--- src/pkg/actind_cfg.svh ---
/*
 activity indicator constants: timing figures, lamp bit positions and
 reset values. assumes a 125 MHz system clock.
*/
`ifndef ACTIND_CFG_SVH
`define ACTIND_CFG_SVH
// ==========================================================
// clock and timing
`define ACTIND_CLK_MHZ        125
`define ACTIND_ONSET_MS       6
`define ACTIND_ONSET_CYC      (`ACTIND_ONSET_MS * `ACTIND_CLK_MHZ * 1000)
`define ACTIND_TAIL_NS        200
`define ACTIND_TAIL_CYC       ((`ACTIND_TAIL_NS * `ACTIND_CLK_MHZ) / 1000)
`define ACTIND_BLANK_NS       5300
`define ACTIND_BLANK_CYC      ((`ACTIND_BLANK_NS * `ACTIND_CLK_MHZ) / 1000)
// ==========================================================
// processor lamp bit positions
`define ACTIND_L_SEND         0
`define ACTIND_L_RECV         1
`define ACTIND_L_MON          2
`define ACTIND_L_DNLD         3
`define ACTIND_L_BOOT         4
`define ACTIND_L_QUIET        5
`define ACTIND_L_IDLE         6
`define ACTIND_L_DIAG         7
// ==========================================================
// reset values
`define ACTIND_LAMPS_RST      8'hff
`define ACTIND_CODE_RST       8'h00
`define ACTIND_STEP_LAST      8'h07
`endif

--- src/pkg/actind_pkg.sv ---
/*
 activity indicator types. assumes actind_cfg.svh for the figures.
*/
package actind_pkg;
   // ==========================================================
   // diagnostic sequencer states, gray along the usual path
   typedef enum logic [1:0] {
      actind_st_diag  = 2'b00,
      actind_st_wait  = 2'b01,
      actind_st_run   = 2'b11
   } actind_state_t;
endpackage

--- src/logic/actind_top.sv ---
/*
 activity indicator logic: self-test progress reporting, processor
 activity lamps, network activity lamp pairs and transceiver supply
 control. assumes all inputs synchronous to mclk except the
 transceiver attachment lines, of which coll_in, data_in and tx_enable are synchronised here.
*/
// Contract
// (RQ1) step number to code word and lamps
// (RQ2) sequence done: interrupt, enter command wait
// (RQ3) four triggers start the diagnostic sequence
// (RQ4) idle check failure: error code, interrupt
// (RQ5) processor switches supply, reads it back
// (RQ6) supply trip: retry, report on failure
// (RQ7) onset lamp held 6 ms per event
// (RQ8) duration lamp follows event level
// (RQ9) data-out pair follows transmit enable
// (RQ10) collision pair ignores post-transmit heartbeat; only the onset lamp is blanked, the duration lamp follows it
// (RQ11) carrier pair: data in or collision
// (RQ12) send lamp while transmitting frame
// (RQ13) receive lamp for own-address frame
// (RQ14) monitor lamp while monitoring link
// (RQ15) download lamp from download to start
// (RQ16) boot-code lamp while running resident code
// (RQ17) quiescent lamp while idle polling
// (RQ18) idle-check lamp during background tests
// (RQ19) diagnostic-run lamp: others show codes
// (RQ20) loopback routes transmit data to receive
// (RQ21) fifteen lamps driven in total
// (RQ22) collision ends 200 ns after last edge
// (RQ23) 5.3 us blanking after transmit ends
// (RQ24) synchronised inputs, cycle counted hold
`timescale 1ns/1ns
`include "actind_cfg.svh"
module actind_top
   import actind_pkg::*;
#(
   parameter int ONSET_CYC = `ACTIND_ONSET_CYC,
   parameter int TAIL_CYC  = `ACTIND_TAIL_CYC,
   parameter int BLANK_CYC = `ACTIND_BLANK_CYC
) (
   // clock and reset
   input  wire logic       mclk,
   input  wire logic       rst_b,
   // diagnostic triggers
   input  wire logic       test_switch,
   input  wire logic       backplane_diag_write,
   input  wire logic       power_up_clear,
   input  wire logic       bus_wide_clear,
   // processor diagnostic reporting
   input  wire logic       step_wr,
   input  wire logic [7:0] step_num,
   input  wire logic       diag_done,
   input  wire logic       idle_fail,
   input  wire logic [7:0] idle_err_code,
   input  wire logic       host_irq_ack,
   // processor activity states
   input  wire logic       cpu_sending,
   input  wire logic       cpu_recv_own,
   input  wire logic       cpu_monitoring,
   input  wire logic       host_cmd_download,
   input  wire logic       host_cmd_start,
   input  wire logic       cpu_quiet,
   input  wire logic       cpu_idle_test,
   // transceiver supply
   input  wire logic       mau_power_set,
   input  wire logic       mau_power_clr,
   input  wire logic       mau_power_sense,
   input  wire logic       mau_power_trip,
   // transceiver attachment
   input  wire logic       tx_enable,
   input  wire logic       tx_data,
   input  wire logic       coll_in,
   input  wire logic       data_in,
   input  wire logic       loopback_en,
   // diagnostic outputs
   output logic [7:0]      diagnostic_code_word,
   output logic            host_irq,
   output logic            command_wait_phase,
   output logic            diag_start,
   output logic            mau_fault,
   output logic            mau_power_on,
   output logic            mau_power_ok,
   output logic            rx_data,
   // lamps
   output logic [7:0]      lamp_driver_latch,
   output logic            data_out_lamp_e,
   output logic            data_out_lamp_l,
   output logic            collision_lamp_e,
   output logic            collision_lamp_l,
   output logic            carrier_lamp_e,
   output logic            carrier_lamp_l,
   output logic            mau_power_lamp
);
   // ==========================================================
   // state
   typedef struct packed {
      actind_state_t state;
      logic [7:0]    code;
      logic [7:0]    lamps;
      logic          irq;
      logic          dl;
      logic          boot;
      logic          pwr;
      logic          retried;
      logic          fault;
      logic          ok;
      logic          rxd;
      logic          start;
      logic          tx_d;
      logic [15:0]   blank;
      logic [15:0]   ctail;
      logic [15:0]   dtail;
      logic          coll_d;
      logic          din_d;
      logic          wait_ph;
   } actind_top_t;
   actind_top_t st_r;
   actind_top_t st_nxt;

   logic coll_s;
   logic din_s;
   logic txen_s;
   logic coll_ev;
   logic car_ev;
   logic trig;

   // ==========================================================
   // attachment line synchronisers
   actind_sync u_sync_coll (
      .mclk  (mclk),
      .rst_b (rst_b),
      .d     (coll_in),
      .q     (coll_s)
   ); // RQ24
   actind_sync u_sync_din (
      .mclk  (mclk),
      .rst_b (rst_b),
      .d     (data_in),
      .q     (din_s)
   );
   actind_sync u_sync_txen (
      .mclk  (mclk),
      .rst_b (rst_b),
      .d     (tx_enable),
      .q     (txen_s)
   );

   // events stretch to cover the gaps of the 10 MHz signalling
   assign coll_ev = (st_r.ctail != 16'h0000);          // RQ22
   assign car_ev = coll_ev || (st_r.dtail != 16'h0000); // RQ11
   assign trig = test_switch || backplane_diag_write ||
                 power_up_clear || bus_wide_clear;      // RQ3

   // ==========================================================
   // next state
   always_comb begin
      st_nxt = st_r;
      st_nxt.start = trig;
      st_nxt.tx_d = txen_s;
      st_nxt.coll_d = coll_s;
      st_nxt.din_d = din_s;
      // collision: any edge reloads the tail timer
      if (coll_s != st_r.coll_d) begin
         st_nxt.ctail = 16'(TAIL_CYC);                 // RQ22
      end else if (st_r.ctail != 16'h0000) begin
         st_nxt.ctail = st_r.ctail - 16'h0001;
      end
      if (din_s != st_r.din_d) begin
         st_nxt.dtail = 16'(TAIL_CYC);
      end else if (st_r.dtail != 16'h0000) begin
         st_nxt.dtail = st_r.dtail - 16'h0001;
      end
      // heartbeat window opens as transmit ends
      if (st_r.tx_d && !txen_s) begin
         st_nxt.blank = 16'(BLANK_CYC);                // RQ23
      end else if (st_r.blank != 16'h0000) begin
         st_nxt.blank = st_r.blank - 16'h0001;
      end
      // loopback path, data in otherwise
      st_nxt.rxd = loopback_en ? tx_data : data_in;    // RQ20
      // supply control; one retry after a trip
      if (mau_power_trip && st_r.pwr) begin
         st_nxt.pwr = !st_r.retried;                   // RQ6
         st_nxt.fault = st_r.retried;                  // RQ6
         st_nxt.retried = 1'b1;
      end else if (mau_power_set) begin
         st_nxt.pwr = 1'b1;                            // RQ5
      end else if (mau_power_clr) begin
         st_nxt.pwr = 1'b0;                            // RQ5
         st_nxt.retried = 1'b0;
      end
      st_nxt.ok = mau_power_sense;                     // RQ5
      // firmware state lamps
      if (host_cmd_download) begin
         st_nxt.dl = 1'b1;                             // RQ15
      end else if (host_cmd_start) begin
         st_nxt.dl = 1'b0;                             // RQ15
         st_nxt.boot = 1'b0;                           // RQ16
      end
      // interrupt: set wins over acknowledge
      if (host_irq_ack) begin
         st_nxt.irq = 1'b0;
      end
      case (st_r.state)
         actind_st_diag: begin
            st_nxt.lamps[`ACTIND_L_DIAG] = 1'b1;       // RQ19
            if (step_wr) begin
               st_nxt.code = step_num;                 // RQ1
               st_nxt.lamps[6:0] = step_num[6:0];      // RQ1
            end
            if (diag_done) begin
               st_nxt.irq = 1'b1;                      // RQ2
               st_nxt.state = actind_st_wait;          // RQ2
            end
         end
         actind_st_wait, actind_st_run: begin
            if (host_cmd_start) begin
               st_nxt.state = actind_st_run;
            end
            if (idle_fail) begin
               st_nxt.code = idle_err_code;            // RQ4
               st_nxt.irq = 1'b1;                      // RQ4
            end
         end
         default: begin
            st_nxt.state = actind_st_diag;
         end
      endcase
      // normal lamp meanings from the very cycle the sequence ends, so the
      // diagnostic-run lamp never stands lit beside the wait phase
      if (st_nxt.state != actind_st_diag) begin
         st_nxt.lamps[`ACTIND_L_DIAG] = 1'b0;          // RQ19
         st_nxt.lamps[`ACTIND_L_SEND] = cpu_sending;   // RQ12
         st_nxt.lamps[`ACTIND_L_RECV] = cpu_recv_own;  // RQ13
         st_nxt.lamps[`ACTIND_L_MON] = cpu_monitoring; // RQ14
         st_nxt.lamps[`ACTIND_L_DNLD] = st_nxt.dl;     // RQ15
         st_nxt.lamps[`ACTIND_L_BOOT] = st_nxt.boot;   // RQ16
         st_nxt.lamps[`ACTIND_L_QUIET] = cpu_quiet;    // RQ17
         st_nxt.lamps[`ACTIND_L_IDLE] = cpu_idle_test; // RQ18
      end
      // any trigger restarts the sequence with all eight processor lamps lit
      if (trig) begin
         st_nxt.state = actind_st_diag;                // RQ3
         st_nxt.lamps = `ACTIND_LAMPS_RST;
         st_nxt.boot = 1'b1;
         st_nxt.dl = 1'b0;
         st_nxt.pwr = 1'b0;
      end
      // registered so the phase output comes straight from a flip-flop
      st_nxt.wait_ph = (st_nxt.state != actind_st_diag);  // RQ2
   end

   // ==========================================================
   // state register
   always_ff @(posedge mclk or negedge rst_b) begin
      if (!rst_b) begin
         st_r <= '0;
         st_r.state <= actind_st_diag;
         st_r.lamps <= `ACTIND_LAMPS_RST;
         st_r.code <= `ACTIND_CODE_RST;
         st_r.boot <= 1'b1;
      end else begin
         st_r <= st_nxt;
      end
   end

   // ==========================================================
   // network lamp pairs, seven lamps with the supply lamp (RQ21)
   actind_pair #(.HOLD_CYC(ONSET_CYC)) u_pair_do (
      .mclk       (mclk),
      .rst_b      (rst_b),
      .ev         (st_r.tx_d),
      .onset_ok   (1'b1),
      .lamp_onset (data_out_lamp_e),
      .lamp_dur   (data_out_lamp_l)
   ); // RQ9
   actind_pair #(.HOLD_CYC(ONSET_CYC)) u_pair_cl (
      .mclk       (mclk),
      .rst_b      (rst_b),
      .ev         (coll_ev),
      .onset_ok   (st_r.blank == 16'h0000 && !st_r.tx_d),
      .lamp_onset (collision_lamp_e),
      .lamp_dur   (collision_lamp_l)
   ); // RQ10
   actind_pair #(.HOLD_CYC(ONSET_CYC)) u_pair_cr (
      .mclk       (mclk),
      .rst_b      (rst_b),
      .ev         (car_ev),
      .onset_ok   (st_r.blank == 16'h0000 || st_r.dtail != 16'h0000),
      .lamp_onset (carrier_lamp_e),
      .lamp_dur   (carrier_lamp_l)
   ); // RQ11

   // ==========================================================
   // outputs straight from flip-flops
   assign diagnostic_code_word = st_r.code;
   assign lamp_driver_latch = st_r.lamps;          // RQ21
   assign host_irq = st_r.irq;
   assign command_wait_phase = st_r.wait_ph;
   assign diag_start = st_r.start;
   assign mau_fault = st_r.fault;
   assign mau_power_on = st_r.pwr;
   assign mau_power_ok = st_r.ok;
   assign mau_power_lamp = st_r.ok;
   assign rx_data = st_r.rxd;
endmodule // actind_top

--- src/logic/actind_sync.sv ---
/*
 two flip-flop synchroniser for one level.
 assumes the input may change at any time relative to mclk.
*/
`timescale 1ns/1ns
module actind_sync (
   // clock and reset
   input  wire logic mclk,
   input  wire logic rst_b,
   // level
   input  wire logic d,
   output logic      q
);
   typedef struct packed {
      logic s1;
      logic s2;
   } actind_sync_t;
   actind_sync_t st_r;
   actind_sync_t st_nxt;

   // first stage feeds only the second
   always_comb begin
      st_nxt.s1 = d;
      st_nxt.s2 = st_r.s1;
   end

   always_ff @(posedge mclk or negedge rst_b) begin
      if (!rst_b) begin
         st_r <= '0;
      end else begin
         st_r <= st_nxt;
      end
   end

   assign q = st_r.s2;
endmodule // actind_sync

--- src/logic/actind_pair.sv ---
/*
 one network lamp pair: onset lamp stretched to a fixed hold time,
 duration lamp follows the event level. assumes a synchronous event
 level and a one-cycle onset qualifier.
*/
`timescale 1ns/1ns
`include "actind_cfg.svh"
module actind_pair
   import actind_pkg::*;
#(
   parameter int HOLD_CYC = `ACTIND_ONSET_CYC
) (
   // clock and reset
   input  wire logic mclk,
   input  wire logic rst_b,
   // event
   input  wire logic ev,
   input  wire logic onset_ok,
   // lamps
   output logic      lamp_onset,
   output logic      lamp_dur
);
   typedef struct packed {
      logic        ev_d;
      logic [23:0] cnt;
      logic        on;
      logic        dur;
   } actind_pair_t;
   actind_pair_t st_r;
   actind_pair_t st_nxt;

   // new onset restarts the hold count
   always_comb begin
      st_nxt = st_r;
      st_nxt.ev_d = ev;
      st_nxt.dur = ev;                               // RQ8
      if (ev && !st_r.ev_d && onset_ok) begin
         st_nxt.cnt = 24'(HOLD_CYC - 1);             // RQ24
         st_nxt.on = 1'b1;                           // RQ7
      end else if (st_r.cnt != 24'h000000) begin
         st_nxt.cnt = st_r.cnt - 24'h000001;
      end else begin
         st_nxt.on = 1'b0;                           // RQ7
      end
   end

   always_ff @(posedge mclk or negedge rst_b) begin
      if (!rst_b) begin
         st_r <= '0;
      end else begin
         st_r <= st_nxt;
      end
   end

   assign lamp_onset = st_r.on;
   assign lamp_dur = st_r.dur;
endmodule // actind_pair

--- config.mk ---
export PLATFORM = sky130hd
export DESIGN_NAME = actind_top
export DESIGN_NICKNAME = d
export VERILOG_FILES = /design/src/pkg/actind_pkg.sv /design/src/logic/actind_top.sv /design/src/logic/actind_sync.sv /design/src/logic/actind_pair.sv
export VERILOG_INCLUDE_DIRS = /design/src /design/src/pkg
export SDC_FILE = /design/constraint.sdc
export NUM_CORES = 1
export LEC_CHECK = 0
export BUFFER_PORTS_ARGS = -buffer_cell sky130_fd_sc_hd__buf_2
export CAP_MARGIN = 20
export CORE_ASPECT_RATIO = 1.4
export CORE_MARGIN = 5
export CORE_UTILIZATION = 54
export DETAILED_ROUTE_END_ITERATION = 8
export PLACE_DENSITY = 0.78
export SYNTH_ARGS = -nofsm -noshare
export SYNTH_HDL_FRONTEND = slang
export SYNTH_SLANG_ARGS = --single-unit
--- constraint.sdc ---
create_clock -name mclk -period 2 [get_ports mclk]
set_input_delay 0.6 -clock mclk [delete_from_list [all_inputs] [get_ports mclk]]
set_output_delay 0.6 -clock mclk [all_outputs]
set_load 0.01 [all_outputs]
Yosys cells after proc, flatten, opt, wreduce, memory -nomap -nowiden. Index checks and enable logic that the tools add are counted. Widths: inputs -> output; s select.

Add/sub/neg operators: 6. Reduce and logical (&&, ||, !) cells: 44. Equal/unequal tests: 10. Multiplexer cells: 39.

Operators with widths (count): $mux 16 (6); $mux 25 (3); $mux 24 (3); $reduce_bool 24->1 (3); $sub 24x1->24 const B (3); $reduce_bool 16->1 (3); $sub 16x1->16 const B (3); $mux 8 (5); $reduce_bool 2->1 (10); $logic_not 16->1 (1); $pmux 8 s2 (1); $mux 2 (6); $mux 1 (11); $logic_and 1x1->1 (8); $ne 2x1->1 const B (4); $mux 7 (1); $logic_not 1->1 (6); $reduce_bool 3->1 (2); $logic_or 1x1->1 (5); $ne 2x2->1 const B (2); $pmux 2 s2 (1); $reduce_and 2->1 (2); $reduce_bool 4->1 (1); $mux 3 (1); 7 further kinds (8).

Input port bits: 42. Output and inout port bits: 30. Logic and storage cells: 134. Register bits: 163.

Logic depth before layout (Yosys ltp).
Depth after elaboration: 6. Depth in mapped cells: 9. Mapped depth without buffers: 7.

Cells and area by module. From an unflattened synthesis, not the netlist that was laid out.

Cells, all modules: 902. Area total of the unflattened synthesis: 8554.5 um^2.

By module, submodules not included: actind_pair (area each 1426.4 um^2, sequential area each 650.6 um^2, cells each 152, instances 3); actind_top (area each 4125.2 um^2, sequential area each 1988.2 um^2, cells each 440, instances 1); actind_sync (area each 50.0 um^2, sequential area each 50.0 um^2, cells each 2, instances 3).

Worst setup path after synthesis. Ideal clock, no wire load.

Kind: register to register. Start point: register st_r[35] (netlist name). End point: register u_pair_cl.st_r[11] (netlist name). Setup slack: -0.171 ns. Clock period less this slack: 2.171 ns. Required time: 1.879 ns. Buffers on the path: 2. Library setup time: 0.121 ns. Cell stages (with the launch flop): 9. Arrival: 2.050 ns. Cell sequence: dfrtp_1 inv_1 ha_1 or4b_1 clkbuf_1 nor4_4 and3_1 buf_2 nor2_1.

Cells in the longest elaborated chain, start to end: 4. Elaborated cells on any way between the ends: 5. Classes of those cells: mux (1); reduce/logical (4).

RTL lines: start, declared (RTL line actind_top.sv:117) `actind_top_t st_r;`; start signal, assigned (RTL line actind_top.sv:263) `st_r <= st_nxt;`; $logic_not 16->1 * (RTL line actind_top.sv:281) `.onset_ok (st_r.blank == 16'h0000 && !st_r.tx_d),`; $logic_and 1x1->1 * (RTL line actind_top.sv:281); $logic_and 1x1->1 * (RTL line actind_pair.sv:37) `if (ev && !st_r.ev_d && onset_ok) begin`; $mux 25 or $reduce_bool 2->1 (tied branches); end signal, assigned (RTL line actind_pair.sv:51) `st_r <= st_nxt;`; end, declared (RTL line actind_pair.sv:29) `actind_pair_t st_r;`.

Mark *: on every way between the ends. The rest lies on a longest branch, timed or not. A chain may end at the register's enable or synchronous reset.

Worst setup path in the final report.
Start point: register st_r[35] (netlist name). End point: register u_pair_cr.st_r[18] (netlist name).

Cells in the longest elaborated chain, start to end: 4. Elaborated cells on any way between the ends: 5. Classes of those cells: mux (1); reduce/logical (4).

RTL lines: $logic_not 16->1 * (RTL line actind_top.sv:289) `.onset_ok (st_r.blank == 16'h0000 || st_r.dtail != 16'h0000),`; $logic_or 1x1->1 * (RTL line actind_top.sv:289); $logic_and 1x1->1 * (RTL line actind_pair.sv:37); $mux 25 or $reduce_bool 2->1 (tied branches); end signal, assigned (RTL line actind_pair.sv:51); end, declared (RTL line actind_pair.sv:29).

Marks and branches as above.

==> flow_metrics.env <==
export IMPL_failed_checks="negative setup slack"
export IMPL_slew_viols_final=0
export IMPL_routability_cong=0.841
export IMPL_synth_seq_cells=163
export IMPL_synthesis_area_um2=8320
export IMPL_areaGrowthSynthToFinish_pct=30.1
export IMPL_drt_wl_total_mm=20.6
export IMPL_max_slew_margin=0.622
export IMPL_fmax_mhz=465
export IMPL_post_synthesis_compound_gate_area_fraction=0.0991
export IMPL_synth_async_reset_ratio=1.00
export IMPL_placementRows=53
export IMPL_synthesis_area_per_instance_um2=9.83
export IMPL_layout_cell_area_non_filler_um2=10800
export IMPL_worstSetupStartpointType="register"
export IMPL_postPlaceCellArea_um2=9510
export IMPL_clk_pin_slew_ns=0.07
export IMPL_power_density_nw_per_um2=933
export IMPL_design_portCount=72
export IMPL_synth_net_count=899
export IMPL_number_of_antenna_violations_at_the_first_check_in_global_routing=0
export IMPL_ir_worst_vdd_uv=649
export IMPL_avgRoutedWirePerCell_um=16.8
export IMPL_sinks_on_clock_net=163
export IMPL_synth_enable_flop_cells=0
export IMPL_status="complete, but fails checks"
export IMPL_wire_length_of_the_first_global_routing_pass_mm=32.4
export IMPL_synthCells=846
export IMPL_yosysSeqAreaShare=0.492
export IMPL_top_library_cells_by_usage_in_the_layout_fill_and_taps_aside="151 x dfrtp_1, 120 x buf_4, 94 x nor2_1"
export IMPL_yosys_most_used_dff="dfrtp_1"
export IMPL_synth_top_family_by_area="simple AND/OR/NAND/NOR gates"
export IMPL_ant_nets=0
export IMPL_total_leakage_power_nw=4.54
export IMPL_top_area_cell_type_share_of_the_netlist_area=0.463
export IMPL_min_path_type="in2async"
export IMPL_yosysWarnings=0
export IMPL_synth_simple_gate_area_share=0.246
export IMPL_dieHeight_um=157
export IMPL_vias=7100
export IMPL_critPathArrivalTime_ns=2.50
export IMPL_cts_root_buf="clkbuf_16"
export IMPL_finalCritPeriodShare=1.08
export IMPL_cts_htree_levels=4
export IMPL_die_outline_area_um2=18000
export IMPL_drtIter0Drc=379
export IMPL_final_nets=1076
export IMPL_synth_mux_area_fraction=0.0223
export IMPL_slowest_stage="or4b_4"
export IMPL_cts_tree="done"
export IMPL_setup_repair_after_global_routing_missed_its_margin="yes"
export IMPL_drc=0
export IMPL_maxCapViolations=0
export IMPL_dpl_hpwl_mm=12.8
export IMPL_dp_cells=1170
export IMPL_path_class="reg2reg"
export IMPL_report_final_setup_viol=62
export IMPL_initial_core_util=0.553
export IMPL_clock_insertion_delay_worst_skew_ns=0.43
export IMPL_cp_end_kind="register"
export IMPL_die_width_um=115
export IMPL_overall_power_mw=10.1
export IMPL_worst_pin_slew_ns=0.565
export IMPL_synthDominantAreaCellType="dfrtp_1"
export IMPL_required_ns=2.35
export IMPL_total_clock_buffers_created_by_cts=17
export IMPL_place_port_buffers=71
export IMPL_layout_cells_non_filler=1228
export IMPL_drt_pass1_iterations=5
export IMPL_setup_total_negative_slack_ns=-4.84
export IMPL_crit_path_cell_trace="inv_2 -> ha_4 -> or4b_4 -> nor4_2 -> nand2_1 -> a21o_4 -> buf_4 -> o211ai_1"
export IMPL_grt_max_degree=107
export IMPL_worst_path_max_fanout=6
export IMPL_final_hold_violation_count=0
export IMPL_post_synth_xor_area_fraction=0.0821
export IMPL_fillers=1034
export IMPL_antenna_cells_inserted=0
export IMPL_mostFrequentLayoutCell="dfrtp_1"
export IMPL_fin_skew_ns=0.00899
export IMPL_worst_slack_ns=-0.153
export IMPL_post_synth_fa_ha_maj_area_fraction=0.0165
export IMPL_cts_max_path_buffers=2
export IMPL_ys_top_cells_by_area="dfrtp_1 46%, xor2_1 5.2%, nor2_1 4.4%"
export IMPL_core_area_um2=15100
export IMPL_global_route_usage_total=0.220
export IMPL_post_drt_via_cell_ratio=5.78
export IMPL_yosysUniqueCellTypes=66
export IMPL_globalRoute_totalOverflow=0
export IMPL_share_of_final_layout_standard_cells_stronger_than_drive_strength_1=0.332
export IMPL_period_minus_slack_ns=2.15
export IMPL_largest_stage_delay_worst_path_ns=0.50
export IMPL_first_global_vias=7207
[metrics by stage]
step                setup slack (ns)  hold WS, ns   util
floorplan                    -0.0911        0.304      -
global placement             -0.0677        0.335  0.632
detailed placement            -0.129        0.351  0.632
CTS                          -0.0567        0.152  0.690
global route                  -0.232        0.167  0.719
finish                        -0.153        0.120  0.719
[worst max-delay path, delay by kind of cell, from the launching register on]
kind / cells / cell delay [ns]
flops: 1 / 0.40
simple gates: 3 / 0.99
fa+ha+maj: 1 / 0.12
buf+inv: 2 / 0.24
compound gates: 2 / 0.34
[repair_timing]
item,CTS,global route
endpoints found under the hold margin,0,0
pin swaps,15,30
gates cloned,0,1
endpoints found under the setup margin,76,92
buffers inserted,11,15
resized for setup,28,74
hold buffers,0,0
[logic make-up after synthesis]
group | count (synthesis)
flops | 163
mux | 18
xor+xnor | 78
fa+ha+maj | 11
compound gates | 128
buf+inv | 69
simple gates | 379
[flip-flops by register name, summed over array words and instances (netlist names), 8 cells and up]
register              cells
u_pair_do.st_r           25
diagnostic_code_word      8
u_pair_cr.st_r           25
lamp_driver_latch         8
u_pair_cl.st_r           25
st_r                     56
[final timing paths]
check,start,endpoint,slack [ns],cells after the start
worst max-delay path,st_r[35],u_pair_cr.st_r[18],-0.15,8
worst min-delay path,rst_b,u_pair_cl.st_r[21],0.12,2
worst max register to register,st_r[35],u_pair_cr.st_r[18],-0.15,8
worst min register to register,u_sync_coll.st_nxt[0],u_sync_coll.q,0.36,0
max in group asynchronous,rst_b,u_pair_cr.st_r[10],1.31,2
min in group mclk,mau_power_sense,mau_power_lamp,0.27,1
[area by class of cell]
| cell class | instances | area [µm²] | share of cell area |
|---|---|---|---|
| multi-input combinational | 614 | 4290 | 0.397 |
| sequential | 163 | 4090 | 0.378 |
| timing repair buffer | 206 | 1440 | 0.133 |
| clock buffer | 19 | 443 | 0.0409 |
| tap | 192 | 240 | 0.0222 |
| clock inverter | 13 | 231 | 0.0214 |
| inverter | 21 | 78.8 | 0.00728 |
[synth_stat cells, types with 4 or more instances]
cell type / n
or4_1: 16
nor3b_1: 5
nor3_1: 24
nand4_1: 10
inv_1: 21
nor4_2: 7
buf_4: 17
buf_2: 7
nand2b_1: 7
a21oi_1: 29
mux2i_1: 14
clkbuf_1: 19
o21ai_0: 39
o31ai_1: 13
or3_1: 16
dfrtp_1: 154
dfstp_2: 9
or2_2: 5
a21o_1: 4
o211ai_1: 13
nand4b_1: 5
and3_1: 6
a211oi_1: 9
xor2_1: 49
nand2_1: 81
nand3b_1: 7
xnor2_1: 29
nor4_1: 23
nand3_1: 34
mux2_2: 4
ha_1: 11
nor2b_1: 8
nor4b_1: 4
nor2_1: 97
[routing by layer]
metal | wire length [µm] | share of wire | up-vias | GRT usage
met5 | 0 | 0 | - | 0
met4 | 449 | 0.022 | 0 | 0.0805
met3 | 917 | 0.044 | 41 | 0.0491
met2 | 11400 | 0.55 | 188 | 0.403
met1 | 7880 | 0.38 | 3540 | 0.246
li1 | - | - | 3331 | -
[report_power, final]
| group | leakage, nW | switching [mW] | internal (mW) | total (mW) |
|---|---|---|---|---|
| registers | 1.97 | 0.484 | 3.71 | 4.20 |
| clock network | 0.311 | 1.35 | 2.37 | 3.72 |
| logic | 2.26 | 1.12 | 1.06 | 2.18 |
| total | 4.54 | 2.95 | 7.15 | 10.1 |
Power figures use the tool's default switching activity.
